--- src/shared/emi_defs.svh ---
// Constants of the external memory bus interface
`ifndef EMI_DEFS_SVH
`define EMI_DEFS_SVH
// ----------------------------------------------------------------
// Register map
// ----------------------------------------------------------------
`define EMI_OFS_CTRL_A      12'h000
`define EMI_OFS_CTRL_B      12'h004
`define EMI_OFS_STATUS      12'h008
`define EMI_CTRL_A_RESET    8'h00
`define EMI_CTRL_B_RESET    8'h00
// Control A fields
`define EMI_A_EN_BIT        7
`define EMI_A_SECT_HI       6
`define EMI_A_SECT_LO       4
`define EMI_A_WU_HI         3
`define EMI_A_WU_LO         2
`define EMI_A_WL_HI         1
`define EMI_A_WL_LO         0
// Control B fields
`define EMI_B_KEEP_BIT      7
`define EMI_B_MASK_HI       2
`define EMI_B_MASK_LO       0
// ----------------------------------------------------------------
// Memory map
// ----------------------------------------------------------------
`define EMI_INT_TOP         16'h21FF
`define EMI_SECT_UNIT_SH    13
`define EMI_APB_LAST        12'hFFF
`endif

--- src/shared/emi_pkg.sv ---
// Types of the external memory bus interface
package emi_pkg;
   typedef enum logic [2:0] {
      EMI_IDLE,
      EMI_ADDR,
      EMI_WAIT,
      EMI_DATA,
      EMI_DONE
   } emi_state_e;
   typedef logic [7:0]  emi_byte_t;
   typedef logic [15:0] emi_addr_t;
endpackage

--- src/hdl/emi_keeper.sv ---
// Bus keeper for the multiplexed address/data lines
`timescale 1ns/1ns
module emi_keeper (
   input  wire logic           core_clk_i,
   input  wire logic           resetn_i,
   input  wire logic           keep_en_i,
   input  wire logic           drive_i,
   input  wire emi_pkg::emi_byte_t drv_data_i,
   input  wire emi_pkg::emi_byte_t pin_sync_i,
   output emi_pkg::emi_byte_t  held_o,
   output logic                hold_o
);
   import emi_pkg::*;
   // ----------------------------------------------------------------
   // Last driven value
   // ----------------------------------------------------------------
   emi_byte_t last;
   always_ff @(posedge core_clk_i or negedge resetn_i) begin
      if (!resetn_i) begin
         last <= 8'h00;
      end else if (drive_i) begin
         last <= drv_data_i;
      end else if (!keep_en_i) begin
         // Track floating level so a later enable holds what is seen
         last <= pin_sync_i;
      end
   end
   assign held_o = last;
   assign hold_o = keep_en_i && !drive_i;
endmodule // emi_keeper

--- src/hdl/emi_ext_mem_interface.sv ---
// External memory bus interface with APB control registers
//
// The APB register port and the register addresses were chosen for this implementation.
`timescale 1ns/1ns
`include "emi_defs.svh"
module emi_ext_mem_interface (
   input  wire logic               core_clk_i,
   input  wire logic               resetn_i,
   // APB slave
   input  wire logic               psel_i,
   input  wire logic               penable_i,
   input  wire logic               pwrite_i,
   input  wire logic [11:0]        paddr_i,
   input  wire logic [31:0]        pwdata_i,
   output logic [31:0]             prdata_o,
   output logic                    pready_o,
   output logic                    pslverr_o,
   // CPU data-space port
   input  wire logic               cpu_req_i,
   input  wire logic               cpu_we_i,
   input  wire emi_pkg::emi_addr_t cpu_addr_i,
   input  wire emi_pkg::emi_byte_t cpu_wdata_i,
   output logic                    cpu_ext_o,
   output logic                    cpu_busy_o,
   output logic                    cpu_done_o,
   output emi_pkg::emi_byte_t      cpu_rdata_o,
   // Port values and directions from the GPIO block
   input  wire emi_pkg::emi_byte_t port_lo_out_i,
   input  wire emi_pkg::emi_byte_t port_lo_dir_i,
   input  wire emi_pkg::emi_byte_t port_hi_out_i,
   input  wire emi_pkg::emi_byte_t port_hi_dir_i,
   input  wire logic [1:0]         port_st_out_i,
   input  wire logic [1:0]         port_st_dir_i,
   // Pins
   input  wire emi_pkg::emi_byte_t muxed_addr_data_bus_i,
   output emi_pkg::emi_byte_t      muxed_addr_data_bus_o,
   output emi_pkg::emi_byte_t      muxed_addr_data_bus_oe_n_o,
   output emi_pkg::emi_byte_t      high_addr_bus_o,
   output emi_pkg::emi_byte_t      high_addr_bus_oe_n_o,
   output logic                    addr_latch_o,
   output logic                    rd_n_o,
   output logic                    wr_n_o,
   output logic                    strobe_oe_n_o
);
   import emi_pkg::*;
   // ----------------------------------------------------------------
   // Control registers
   // ----------------------------------------------------------------
   emi_byte_t ext_mem_ctrl_a;
   emi_byte_t ext_mem_ctrl_b;
   logic      wr_acc;
   assign wr_acc = psel_i && penable_i && pwrite_i;
   always_ff @(posedge core_clk_i or negedge resetn_i) begin
      if (!resetn_i) begin
         ext_mem_ctrl_a <= `EMI_CTRL_A_RESET;
      end else if (wr_acc && paddr_i == `EMI_OFS_CTRL_A) begin
         ext_mem_ctrl_a <= pwdata_i[7:0];
      end
   end
   always_ff @(posedge core_clk_i or negedge resetn_i) begin
      if (!resetn_i) begin
         ext_mem_ctrl_b <= `EMI_CTRL_B_RESET;
      end else if (wr_acc && paddr_i == `EMI_OFS_CTRL_B) begin
         ext_mem_ctrl_b <= pwdata_i[7:0];
      end
   end
   logic       ext_mem_enable_bit;
   logic [2:0] sect_sel;
   logic [1:0] wait_lo;
   logic [1:0] wait_hi;
   logic       keep_en;
   logic [2:0] addr_mask;
   assign ext_mem_enable_bit = ext_mem_ctrl_a[`EMI_A_EN_BIT];
   assign sect_sel  = ext_mem_ctrl_a[`EMI_A_SECT_HI:`EMI_A_SECT_LO];
   assign wait_hi   = ext_mem_ctrl_a[`EMI_A_WU_HI:`EMI_A_WU_LO];
   assign wait_lo   = ext_mem_ctrl_a[`EMI_A_WL_HI:`EMI_A_WL_LO];
   assign keep_en   = ext_mem_ctrl_b[`EMI_B_KEEP_BIT];
   assign addr_mask = ext_mem_ctrl_b[`EMI_B_MASK_HI:`EMI_B_MASK_LO];
   // ----------------------------------------------------------------
   // Pin input synchroniser
   // ----------------------------------------------------------------
   emi_byte_t ad_meta;
   emi_byte_t ad_sync;
   always_ff @(posedge core_clk_i or negedge resetn_i) begin
      if (!resetn_i) begin
         ad_meta <= 8'h00;
         ad_sync <= 8'h00;
      end else begin
         ad_meta <= muxed_addr_data_bus_i;
         ad_sync <= ad_meta;
      end
   end
   // ----------------------------------------------------------------
   // Access decode
   // ----------------------------------------------------------------
   emi_state_e state;
   emi_addr_t  acc_addr;
   emi_byte_t  acc_wdata;
   logic       acc_we;
   logic       acc_ext;
   logic [1:0] wait_cnt;
   logic       req_ext;
   logic       upper_sect;
   logic [1:0] req_wait;
   // Whole space treated as one sector when selector is zero
   assign req_ext = ext_mem_enable_bit && (cpu_addr_i > `EMI_INT_TOP);
   assign upper_sect = (sect_sel != 3'h0) &&
                       (cpu_addr_i[15:`EMI_SECT_UNIT_SH] >= sect_sel);
   assign req_wait = upper_sect ? wait_hi : wait_lo;
   assign cpu_ext_o = req_ext;
   // ----------------------------------------------------------------
   // Access sequencer
   // ----------------------------------------------------------------
   always_ff @(posedge core_clk_i or negedge resetn_i) begin
      if (!resetn_i) begin
         state     <= EMI_IDLE;
         acc_addr  <= 16'h0000;
         acc_wdata <= 8'h00;
         acc_we    <= 1'b0;
         acc_ext   <= 1'b0;
         wait_cnt  <= 2'h0;
      end else begin
         case (state)
            EMI_IDLE: begin
               if (cpu_req_i && ext_mem_enable_bit) begin
                  state     <= EMI_ADDR;
                  acc_addr  <= cpu_addr_i;
                  acc_wdata <= cpu_wdata_i;
                  acc_we    <= cpu_we_i;
                  acc_ext   <= req_ext;
                  wait_cnt  <= req_wait;
               end
            end
            EMI_ADDR: begin
               // Internal accesses finish here; the address still shows on pins
               if (!acc_ext) begin
                  state <= EMI_IDLE;
               end else if (wait_cnt != 2'h0) begin
                  state <= EMI_WAIT;
               end else begin
                  state <= EMI_DATA;
               end
            end
            EMI_WAIT: begin
               wait_cnt <= wait_cnt - 2'h1;
               if (wait_cnt == 2'h1) begin
                  state <= EMI_DATA;
               end
            end
            EMI_DATA: begin
               state <= EMI_DONE;
            end
            EMI_DONE: begin
               state <= EMI_IDLE;
            end
            default: begin
               state <= EMI_IDLE;
            end
         endcase
      end
   end
   // ----------------------------------------------------------------
   // Read data capture
   // ----------------------------------------------------------------
   // Pins reach ad_sync two edges late, so capture one edge after DONE
   logic fin_q;
   logic done_q;
   always_ff @(posedge core_clk_i or negedge resetn_i) begin
      if (!resetn_i) begin
         cpu_rdata_o <= 8'h00;
      end else if (fin_q && !acc_we) begin
         cpu_rdata_o <= ad_sync;
      end
   end
   always_ff @(posedge core_clk_i or negedge resetn_i) begin
      if (!resetn_i) begin
         fin_q  <= 1'b0;
         done_q <= 1'b0;
      end else begin
         fin_q  <= (state == EMI_DONE);
         done_q <= fin_q || (state == EMI_ADDR && !acc_ext);
      end
   end
   assign cpu_done_o = done_q;
   assign cpu_busy_o = (state != EMI_IDLE);
   // ----------------------------------------------------------------
   // Pin outputs
   // ----------------------------------------------------------------
   logic      active;
   logic      in_data;
   logic      drv_ad;
   logic      strobe_ok;
   emi_byte_t bus_val;
   emi_byte_t held;
   logic      hold;
   assign active    = (state != EMI_IDLE);
   assign in_data   = (state == EMI_WAIT) || (state == EMI_DATA) || (state == EMI_DONE);
   assign strobe_ok = acc_ext && in_data && (state != EMI_DONE);
   // Address driven in address phase; write data driven in data phase
   assign drv_ad  = ext_mem_enable_bit && active &&
                    ((state == EMI_ADDR) || acc_we);
   assign bus_val = (state == EMI_ADDR) ? acc_addr[7:0] : acc_wdata;
   logic      next_rd_stb;
   assign next_rd_stb = ext_mem_enable_bit && acc_ext &&
                        ((state == EMI_ADDR) || (strobe_ok && state != EMI_DATA));
   always_ff @(posedge core_clk_i or negedge resetn_i) begin
      if (!resetn_i) begin
         addr_latch_o <= 1'b0;
         rd_n_o       <= 1'b1;
         wr_n_o       <= 1'b1;
      end else begin
         // Latch strobe high at address setup, low through the data phase
         addr_latch_o <= (state == EMI_IDLE) && cpu_req_i && ext_mem_enable_bit;
         rd_n_o <= !((next_rd_stb) && !acc_we);
         wr_n_o <= !((next_rd_stb) && acc_we);
      end
   end
   emi_keeper i_emi_keeper (
      .core_clk_i (core_clk_i),
      .resetn_i   (resetn_i),
      .keep_en_i  (keep_en),
      .drive_i    (drv_ad),
      .drv_data_i (bus_val),
      .pin_sync_i (ad_sync),
      .held_o     (held),
      .hold_o     (hold)
   );
   // ----------------------------------------------------------------
   // Port override
   // ----------------------------------------------------------------
   emi_byte_t hi_claim;
   genvar gi;
   generate
      for (gi = 0; gi < 8; gi++) begin : g_hi
         // Mask n releases the top n pins; seven releases the whole byte
         assign hi_claim[gi] = ext_mem_enable_bit && (addr_mask != 3'h7) &&
                               (4'(gi) < (4'h8 - {1'b0, addr_mask}));
         assign high_addr_bus_o[gi] = hi_claim[gi] ? acc_addr[8 + gi]
                                                   : port_hi_out_i[gi];
         assign high_addr_bus_oe_n_o[gi] = hi_claim[gi] ? 1'b0 : !port_hi_dir_i[gi];
      end
   endgenerate
   always_comb begin
      if (!ext_mem_enable_bit) begin
         muxed_addr_data_bus_o      = port_lo_out_i;
         muxed_addr_data_bus_oe_n_o = ~port_lo_dir_i;
      end else if (drv_ad) begin
         muxed_addr_data_bus_o      = bus_val;
         muxed_addr_data_bus_oe_n_o = 8'h00;
      end else if (hold && !(acc_ext && in_data && !acc_we)) begin
         muxed_addr_data_bus_o      = held;
         muxed_addr_data_bus_oe_n_o = 8'h00;
      end else begin
         muxed_addr_data_bus_o      = held;
         muxed_addr_data_bus_oe_n_o = 8'hFF;
      end
   end
   assign strobe_oe_n_o = ext_mem_enable_bit ? 1'b0 : !(&port_st_dir_i);
   // Port values of strobe pins handled outside while disabled
   logic unused_st;
   assign unused_st = ^port_st_out_i;
   // ----------------------------------------------------------------
   // APB read side
   // ----------------------------------------------------------------
   assign pready_o  = 1'b1;
   assign pslverr_o = psel_i && penable_i && (paddr_i > `EMI_OFS_STATUS);
   always_comb begin
      case (paddr_i)
         `EMI_OFS_CTRL_A: prdata_o = {24'h000000, ext_mem_ctrl_a};
         `EMI_OFS_CTRL_B: prdata_o = {24'h000000, ext_mem_ctrl_b};
         `EMI_OFS_STATUS: prdata_o = {28'h0000000, acc_ext, acc_we, cpu_busy_o, unused_st};
         default:         prdata_o = 32'h00000000;
      endcase
   end
endmodule // emi_ext_mem_interface

--- config.mk ---
export PLATFORM = sky130hd
export DESIGN_NAME = emi_ext_mem_interface
export DESIGN_NICKNAME = d
export VERILOG_FILES = /design/src/shared/emi_pkg.sv /design/src/hdl/emi_keeper.sv /design/src/hdl/emi_ext_mem_interface.sv
export VERILOG_INCLUDE_DIRS = /design/src /design/src/shared
export SDC_FILE = /design/constraint.sdc
export NUM_CORES = 1
export LEC_CHECK = 0
export ABC_AREA = 1
export BUFFER_PORTS_ARGS = -buffer_cell sky130_fd_sc_hd__buf_2
export CAP_MARGIN = 20
export CORE_UTILIZATION = 38
export DETAILED_ROUTE_END_ITERATION = 6
export PLACE_DENSITY = 0.64
export SYNTH_ARGS = -nofsm -noshare
export SYNTH_HDL_FRONTEND = slang
export SYNTH_HIERARCHICAL = 1
export SYNTH_SLANG_ARGS = --single-unit
--- constraint.sdc ---
create_clock -name core_clk_i -period 2.7 [get_ports core_clk_i]
set_clock_uncertainty 0.15 [all_clocks]
set_input_delay 0 -clock core_clk_i [delete_from_list [all_inputs] [get_ports core_clk_i]]
set_output_delay 0 -clock core_clk_i [all_outputs]
set_load 0.005 [all_outputs]
==> reports/results.ini, run 1 <==
[floorplan]
fp.dieW_um = 111
initial_utilization = 0.394
fp.dieH_um = 111
rows = 39
die-area_um2 = 12400
pin_count = 200
core-area_um2 = 11500

[clock_network]
cts_sinks = 84
post-cts-setup-buffers = 0
cts_inserted_buffers = 9
postCtsHoldBufs = 43
clkTransAtPathRegs_ns = 0.06
htreeDepth = 3
insertion_delay_ns = 0.33
cts_tree = done
root_buffer = clkbuf_16
clk_path_buf_depth = 2
cts_resized = 0

[synthesis]
ys_seq_area_frac = 0.463
synthesis.area_um2 = 4540
ys_warn_count = 6
synth_cell_types = 32
synth_fa_ha_area_frac = 0.0220
yosysMostFrequentCell = nand2_1
synth_flop_cell = dfrtp_1
synth_compound_area_frac = 0.0719
synthXorXnorAreaFrac = 0.00193
postSynthAreaPerCell_um2 = 7.80
syn_inst = 582
ys_ff_latch = 84
synth_area_leader_cell = dfrtp_1
synth.top_cell.area_share = 0.452
synth.top_cells.by_count = nand2_1 (164), dfrtp_1 (82), nand3_1 (79), inv_1 (77), o21ai_0 (32)
synthSimpleGateAreaFrac = 0.292
synth_mux_area_frac = 0.0198
synth_edf_count = 0
synth_top_family_by_area = simple AND/OR/NAND/NOR gates
synth.area.top_cells = dfrtp_1 (45%), nand2_1 (14%), nand3_1 (8.7%)
async_flop_share = 1.00

[timing]
setup_ws_ns = 0.234
fin_crit_sh = 0.914
fin_crit_ns = 2.47
final_max_slew_viol_count = 0
fmax_mhz = 405
tightestPinTransition_ns = 0.616
tns_ns = 0
hold_viol = 0
rsz0062_at_grt = false
setup_viol = 0
whs_ns = 0.0681
slew_headroom = 0.589

[pwr]
finalPower_uw = 3070
power.leakage_uw = 0.00329
power.density_nw_per_um2 = 507
ir_worst_vdd_uv = 290

[placement]
portBuffers = 150
place_ws_ns = 0.589
dpl.hpwl_um = 8270
gp_congestion = 0.843

[drt]
drt-total-wl_um = 11400
dr.pass1.iters = 7
wl_per_cell_um = 12.4
drtIter0Drc = 230
num_vias = 4257
drc_errors = 31
vias_per_cell = 4.63
detail-route-antenna-nets = 0

[finish]
fin_util = 0.526
fillers = 1108
area_growth_pct = 33.3
diodes = 0
layout-drive-gt1-share = 0.268
nets = 899

[worst_setup_path]
crit_slowest_cell = dfrtp_1
cp_top_family = simple AND/OR/NAND/NOR gates
start_kind = flip-flop
cpPeakStageDelay_ns = 0.43
cp_max_fo = 12
cp.arrival_ns = 2.32
critical_path_class = flip-flop to primary output
end_kind = primary output
critical_path_buf_inv_count = 3
crit_required_ns = 2.55
crit_chain = inv_2 > nand3_2 > nand2_4 > nand2_4 > inv_2 > nor2_1 > nand2_1 > nand2_2 > nand2_1 > buf_2

[outcome]
outcome = finished with violations
violations = DRC

[grt]
overflow = 0
grt_max_degree = 85
grt_antenna_before_repair = 0
grtUsageTotal = 0.195
grt_pass1_wl_um = 19400
grt_pass1_vias = 4155

[min_path]
hold_class = input port to primary output

[job]
cap_violations = 0

[registers in the layout (all words and copies together) (netlist names), 2 cells and up]
signal and cells:
cpu_rdata_o 8, wait_cnt 2, i_emi_keeper/held_o 8, ad_meta 8, state 3, ext_mem_ctrl_b 8, ad_sync 8, acc_wdata 8
acc_addr 16, ext_mem_ctrl_a 8
[report_power, final]
part           switching, µW  total [µW]  internal, µW
Sequential              51.1        1370          1320
Combinational            314         541           227
Clock                    522        1160           636
Total                    886        3070          2190
[metal layers]
layer  up-vias  part of all wire  GRT usage
li1       2166                 -          -
met1      1978              0.44      0.245
met2       109              0.51      0.343
met3         4             0.037     0.0383
met4         0            0.0044     0.0468
met5         -                 0          0
[tightest hold or removal path, cell delays in order]
cell	delay, ns
buf_2	0.07
nor2_1	0.03
buf_2	0.11
[metrics by stage]
stage	area, µm²	instances
final	6050	920
after global routing	6050	920
after floorplan	4630	605
after detailed placement	5300	859
after global placement	5300	859
after CTS	6020	918
[cells by family (layout without fill, tap and decap cells)]
kind of cell	after synthesis	after routing
AO/OA/AOI/OAI	60	60
multiplexers	8	8
other	2	25
XOR/XNOR	1	1
adder cells (fa/ha/maj)	8	8
AND/OR/NAND/NOR	296	296
buffers and inverters	123	295
flip-flops	84	84
[cells in the final DEF, fill, tap and decap left out, types with 9 or more instances in the layout]
master	n
dfrtp_1	82
o21ai_0	32
dlygate4sd3_1	44
nand3_1	79
conb_1	25
buf_2	149
nor2_1	24
nand2_1	164
o21ai_1	16
clkbuf_16	9
inv_1	77
[path summary, 6_finish.rpt]
kind / start / end / slack (ns) / depth (start not counted)
worst max-delay path: state[1] / muxed_addr_data_bus_oe_n_o[7] / 0.23 / 10
worst min-delay path: port_hi_dir_i[6] / high_addr_bus_oe_n_o[6] / 0.07 / 3
worst max register to register: state[1] / i_emi_keeper/held_o[2] / 0.59 / 8
worst min register to register: ad_meta[0] / ad_sync[0] / 0.20 / 0
max in group asynchronous: resetn_i / wr_n_o / 1.28 / 4
min in group asynchronous: resetn_i / cpu_rdata_o[2] / 0.49 / 3
[cell type report]
class / count / area, µm² / share of cell area
tap: 143 / 179 / 0.0296
inverter: 82 / 308 / 0.0508
clock buffer: 9 / 225 / 0.0372
clock inverter: 7 / 57.6 / 0.00951
multi-input combinational: 398 / 1940 / 0.321
sequential: 84 / 2100 / 0.348
timing repair buffer: 197 / 1240 / 0.204
(Power assumes the default switching activity.)
==> run 2: changes to the inputs <==
- CORE_MARGIN: default -> 3
- SYNTH_HIERARCHICAL: 1 -> default
==> run 2 against run 1 <==
Net effect:
- the flow now finishes without violations
- synthesized area is 0.47% higher
- power is 2.8% higher
- register-to-register slack better by 0.14 ns
- die area is 7.8% higher
==> reports/results.ini, run 2 <==
[synthesis]
postSynthAreaPerCell_um2 = 7.83  ; +0.30%
async_flop_share = 1.00  ; unchanged
ys_warn_count = 0  ; -6
synth_flop_cell = dfrtp_1
synth_cell_types = 30  ; -6.3%
ys_ff_latch = 84  ; unchanged
syn_inst = 583  ; +0.17%
synth_edf_count = 0  ; unchanged
synth_area_leader_cell = dfrtp_1
synthesis.area_um2 = 4560  ; +0.47%
synth.top_cells.by_count = nand2_1 (213), dfrtp_1 (82), inv_1 (63), nand3_1 (42), buf_4 (28)
ys_seq_area_frac = 0.461  ; -0.00216
synth.area.top_cells = dfrtp_1 (45%), nand2_1 (18%), inv_1 (5.2%)
synth.top_cell.area_share = 0.450  ; -0.00211
yosysMostFrequentCell = nand2_1

[clock_network]
htreeDepth = 3  ; unchanged
cts_tree = done
clk_path_buf_depth = 2  ; unchanged
cts_sinks = 84  ; unchanged
root_buffer = clkbuf_16
clkTransAtPathRegs_ns = 0.06  ; about the same
cts_inserted_buffers = 9  ; unchanged
insertion_delay_ns = 0.33  ; about the same
cts_resized = 0  ; unchanged

[timing]
fin_crit_sh = 0.832  ; -0.0810
final_max_slew_viol_count = 0  ; unchanged
tns_ns = 0  ; unchanged
rsz0062_at_grt = false
setup_viol = 0  ; unchanged
slew_headroom = 0.443  ; -0.145
hold_viol = 0  ; unchanged
fmax_mhz = 445  ; +9.7%
setup_ws_ns = 0.452  ; +0.219 ns
fin_crit_ns = 2.25  ; -0.219 ns
tightestPinTransition_ns = 0.832  ; +0.216 ns
whs_ns = 0.0220  ; -0.0462 ns

[placement]
place_ws_ns = 0.761  ; +0.172 ns
dpl.hpwl_um = 8910  ; +7.8%
dpl_cell_area_um2 = 5310  ; +0.19%
portBuffers = 150  ; unchanged
gp_congestion = 0.859  ; +1.8%

[pwr]
pwr-share-comb = 0.172  ; -0.004
finalPower_uw = 3160  ; +2.8%
p_clk_frac = 0.390  ; +0.013
p_int_uw = 2290  ; +4.8%
power.leakage_uw = 0.00338  ; +2.6%
ir_worst_vdd_uv = 392  ; +35%
switchingPower_uw = 868  ; -2.1%
p_sw_frac = 0.275  ; -0.0138
power_frac_seq = 0.438  ; -0.009
power.density_nw_per_um2 = 520  ; +2.5%

[worst_setup_path]
worst_r2r_path_depth = 6  ; -2
r2r-end = acc_addr[1]
end_kind = primary output
critical_path_class = flip-flop to primary output
reg2reg_slack_ns = 0.73  ; +0.14 ns
crit_required_ns = 2.55  ; about the same
start_kind = flip-flop
timing.rr.start = state[0]
cp-endpoint = muxed_addr_data_bus_o[7]
critPathLaunch = state[0]
cp.arrival_ns = 2.10  ; -0.22 ns
cp_max_fo = 11  ; -1

[job]
cap_violations = 0  ; unchanged

[grt]
grt_antenna_before_repair = 0  ; unchanged
grtUsageTotal = 0.182  ; -0.0123
grt_max_degree = 85  ; unchanged
grt_pass1_wl_um = 19700  ; +1.1%
grt_pass1_vias = 4176  ; +0.51%
overflow = 0  ; unchanged

[finish]
multi_input_area_um2 = 2000  ; +3.0%
nets = 898  ; -0.11%
layout-drive-gt1-share = 0.271  ; +0.00292
diodes = 0  ; unchanged
finish.instance_area_um2 = 6070  ; +0.33%
largest_reg_flops = 16  ; unchanged
largest-register = acc_addr
final_common_cell = nand2_1
area_growth_pct = 33.1
final_cell_mix = nand2_1 (213), buf_2 (149), dfrtp_1 (82)
area.sequential_um2 = 2100  ; unchanged
fillers = 1098  ; -0.90%

[floorplan]
fp.dieW_um = 116  ; +3.8%
rows = 39  ; unchanged
die-area_um2 = 13400  ; +7.8%
initial_utilization = 0.395  ; about the same
fp.dieH_um = 116  ; +3.8%
core-area_um2 = 11600  ; +0.42%
pin_count = 200  ; unchanged

[drt]
dr.pass1.iters = 4  ; -3
drt-total-wl_um = 12000  ; +5.2%
detail-route-antenna-nets = 0  ; unchanged
drtIter0Drc = 340  ; +48%
num_vias = 4325  ; +1.6%
vias_per_cell = 4.71  ; +1.7%
drc_errors = 0  ; -100%
wl_per_cell_um = 13.1  ; +5.3%

[outcome]
outcome = completed

[min_path]
hold_class = input port to async pin

==> run 2: changes by cell type in the layout (fill, tap and decap cells not counted), moves of 8 or more <==
cell	delta
o21ai_2	+16
mux2_2	-8
nand3_1	-37
inv_1	-14
nand2_1	+49
nor2_1	-9
nand3b_1	+11
o21ai_1	-16
nand4_1	+17
==> run 2: logic make-up after synthesis <==
kind of cell    synth area share
simple gates               0.313
flops                      0.461
xor+xnor                 0.00192
compound gates            0.0814
fa+ha+maj                 0.0219
buf+inv                    0.119
other cells              0.00165
==> run 2: worst max-delay path, stage by stage (launching register included) <==
cell     delay, ns
dfrtp_1       0.52
nor2_2        0.29
nand2_1       0.22
a21oi_4       0.40
nand2_1       0.11
nand3_1       0.10
buf_2         0.12
==> run 2: power by group through the flow <==
| stage | Combinational, µW | Clock (µW) | Sequential, µW |
|---|---|---|---|
| 2_1_floorplan | 351 | 0 | 1380 |
| 3_3_place_gp | 482 | 0 | 1400 |
| 3_5_place_dp | 492 | 0 | 1400 |
| 4_1_cts | 543 | 1260 | 1380 |
| 5_1_grt | 622 | 1310 | 1390 |
| 6_report | 542 | 1230 | 1380 |
==> run 2: metrics by stage <==
stage,utilization,cells
finish,0.525,919
global route,0.525,919
CTS,0.523,918
detailed placement,0.459,859
global placement,0.459,859
floorplan,-,606
==> run 2: routing by layer <==
metal	track usage	share of wire
met5	0	0
met1	0.235	0.43
met4	0.0665	0.022
met3	0.0178	0.056
met2	0.319	0.49
==> run 2: worst min path at each step <==
stage	to	depth (start not counted)	from
global placement	ad_meta[0]	1	muxed_addr_data_bus_i[0]
global route	high_addr_bus_oe_n_o[1]	3	port_hi_dir_i[1]
finish	ad_meta[7]	2	resetn_i
detailed placement	ad_meta[3]	1	muxed_addr_data_bus_i[3]
CTS	high_addr_bus_oe_n_o[1]	3	port_hi_dir_i[1]
floorplan	acc_addr[0]	0	resetn_i
==> run 2: cell type report <==
| cell class | instances | area share |
|---|---|---|
| Timing Repair Buffer | 197 | 0.203 |
| Tap cell | 143 | 0.0295 |
| Inverter | 67 | 0.0414 |
| Multi-Input combinational cell | 412 | 0.330 |
| Clock buffer | 11 | 0.0400 |
| Sequential cell | 84 | 0.346 |
| Clock inverter | 5 | 0.00989 |
==> run 2: repair_timing <==
| action | in CTS | in global routing |
|---|---|---|
| hold endpoints to repair | 133 | 0 |
| hold buffers | 43 | 0 |
| setup endpoints to repair | 0 | 0 |
| buffers inserted | 0 | 0 |
==> run 3: changes to the inputs <==
- clock period: 2.7 -> 2.2 ns (I/O delays scaled with it)
==> run 3 against run 2 <==
Net effect:
- register-to-register slack got worse by 0.23 ns
- combinational power up 30%
- final area grew 0.89%
- core utilization rose by 0.47 points
- critical path depth increased by 2
- sequential power is 24% higher
- clock power up 20%
- sequential share of layout area shrank 0.24 points
- flip-flop and latch count is the same
- first-iteration DRC count is 2.4% higher
- worst setup slack worse by 0.32 ns
==> reports/results.ini, run 3 (same netlist as run 2, synthesis figures left out) <==
[timing]
setup_viol = 0  ; unchanged
final_max_slew_viol_count = 0  ; unchanged
tns_ns = 0  ; unchanged
fmax_mhz = 485
fin_crit_ns = 2.06
setup_ws_ns = 0.136  ; -0.316 ns
rsz0062_at_grt = false
slew_headroom = 0.623  ; +0.180
hold_viol = 0  ; unchanged
fin_crit_sh = 0.938
tightestPinTransition_ns = 0.563  ; -0.269 ns

[clock_network]
cts_tree = done
cts_inserted_buffers = 9  ; unchanged
cts_sinks = 84  ; unchanged
clkTransAtPathRegs_ns = 0.07  ; about the same
clk_path_buf_depth = 2  ; unchanged
htreeDepth = 3  ; unchanged
root_buffer = clkbuf_16
insertion_delay_ns = 0.34  ; about the same

[grt]
overflow = 0  ; unchanged
grt_antenna_before_repair = 0  ; unchanged
grt_pass1_vias = 4332  ; +3.7%
grtUsageTotal = 0.189  ; +0.00661
grt_pass1_wl_um = 20200  ; +2.7%
grt_max_degree = 44  ; -48%

[finish]
final_common_cell = nand2_1
area_growth_pct = 34.3
layout-drive-gt1-share = 0.285  ; +0.0144
diodes = 0  ; unchanged
nets = 901  ; +0.33%
largest_reg_flops = 16  ; unchanged
final_cell_mix = nand2_1 (212), buf_2 (149), dfrtp_1 (79)
largest-register = acc_addr

[drt]
wl_per_cell_um = 13.4  ; +2.1%
num_vias = 4367  ; +0.97%
detail-route-antenna-nets = 0  ; unchanged
dr.pass1.iters = 7  ; +3
drc_errors = 0  ; unchanged
drt-total-wl_um = 12300  ; +2.5%
vias_per_cell = 4.74  ; +0.64%
drtIter0Drc = 348  ; +2.4%

[pwr]
switchingPower_uw = 1140  ; +31%
pwr-share-comb = 0.181  ; +0.009
power_frac_seq = 0.440  ; +0.002
p_sw_frac = 0.294  ; +0.0193
ir_worst_vdd_uv = 509  ; +30%
p_clk_frac = 0.379  ; -0.011
power.leakage_uw = 0.00339  ; +0.34%
power.density_nw_per_um2 = 633  ; +22%
p_int_uw = 2740  ; +20%

[placement]
portBuffers = 150  ; unchanged
place_ws_ns = 0.290  ; -0.472 ns
gp_congestion = 0.842  ; -1.9%
dpl.hpwl_um = 9020  ; +1.3%

[worst_setup_path]
timing.rr.start = state[2]
cp_max_fo = 14  ; +3
start_kind = flip-flop
reg2reg_slack_ns = 0.50  ; -0.23 ns
cp.arrival_ns = 1.91  ; -0.19 ns
r2r-end = i_emi_keeper.held_o[7]
crit_required_ns = 2.05  ; -0.50 ns
worst_r2r_path_depth = 8  ; +2
end_kind = primary output
critical_path_class = flip-flop to primary output

[floorplan]
initial_utilization = 0.395  ; unchanged
die-area_um2 = 13400  ; unchanged
fp.dieH_um = 116  ; unchanged
fp.dieW_um = 116  ; unchanged
pin_count = 200  ; unchanged
core-area_um2 = 11600  ; unchanged
rows = 39  ; unchanged

[min_path]
hold_class = input port to async pin

[outcome]
outcome = completed

[job]
cap_violations = 0  ; unchanged

==> run 3: timing repair <==
action / CTS / global route
gates resized for setup: 1 / 15
hold endpoints to repair: 133 / 0
setup buffers: 2 / 0
endpoints found under the setup margin: 10 / 27
hold buffers: 43 / 0
pin swaps: 1 / 0
==> run 3: critical path, stage by stage (launching register included) <==
cell and delay [ns]:
dfrtp_1 0.44, inv_4 0.19, nand3_4 0.21, nand2_4 0.21
a21oi_4 0.09, buf_12 0.15, nand2_4 0.10, nand2_1 0.06
buf_2 0.13
==> run 3: layer usage <==
layer,GRT usage,vias to the layer above,part of all wire
met3,0.0282,28,0.058
met4,0.0626,0,0.023
li1,-,2182,-
met1,0.241,1994,0.43
met5,0,-,0
met2,0.329,163,0.49
==> run 3: worst max-delay path by stage <==
stage / start / end / cells past startpoint
5_1_grt: state[2] / muxed_addr_data_bus_o[4] / 8
6_report: state[2] / muxed_addr_data_bus_oe_n_o[0] / 8
4_1_cts: ext_mem_ctrl_b[1] / high_addr_bus_o[2] / 10
2_1_floorplan: ext_mem_ctrl_b[0] / high_addr_bus_o[1] / 9
3_5_place_dp: state[2] / i_emi_keeper.held_o[7] / 8
3_3_place_gp: state[2] / i_emi_keeper.held_o[1] / 8
==> run 3: final cells by class <==
type,count,area (µm²)
Tap cell,143,179
Fill cell,1144,5440
Clock buffer,10,239
Sequential cell,84,2110
Clock inverter,6,53.8
Multi-Input combinational cell,412,2030
Inverter,67,259
Timing Repair Buffer,200,1260
==> run 3: metrics by stage <==
| step | instance area, µm² | hold WS [ns] | instances | utilization | power (µW) |
|---|---|---|---|---|---|
| 2_1_floorplan | 4650 | -0.446 | 606 | - | 2120 |
| 3_3_place_gp | 5340 | -0.129 | 861 | 0.462 | 2320 |
| 3_5_place_dp | 5340 | -0.117 | 861 | 0.462 | 2350 |
| 4_1_cts | 6100 | 0.0661 | 922 | 0.527 | 3910 |
| 5_1_grt | 6130 | 0.0815 | 922 | 0.530 | 4100 |
| 6_report | 6130 | 0.0367 | 922 | 0.530 | 3880 |
==> run 3: power groups by stage <==
| stage | Sequential [µW] | Clock (µW) | Combinational, µW |
|---|---|---|---|
| after floorplan | 1690 | 0 | 431 |
| after global placement | 1720 | 0 | 605 |
| after detailed placement | 1720 | 0 | 625 |
| after CTS | 1700 | 1510 | 698 |
| after global routing | 1720 | 1580 | 799 |
| final | 1710 | 1470 | 702 |
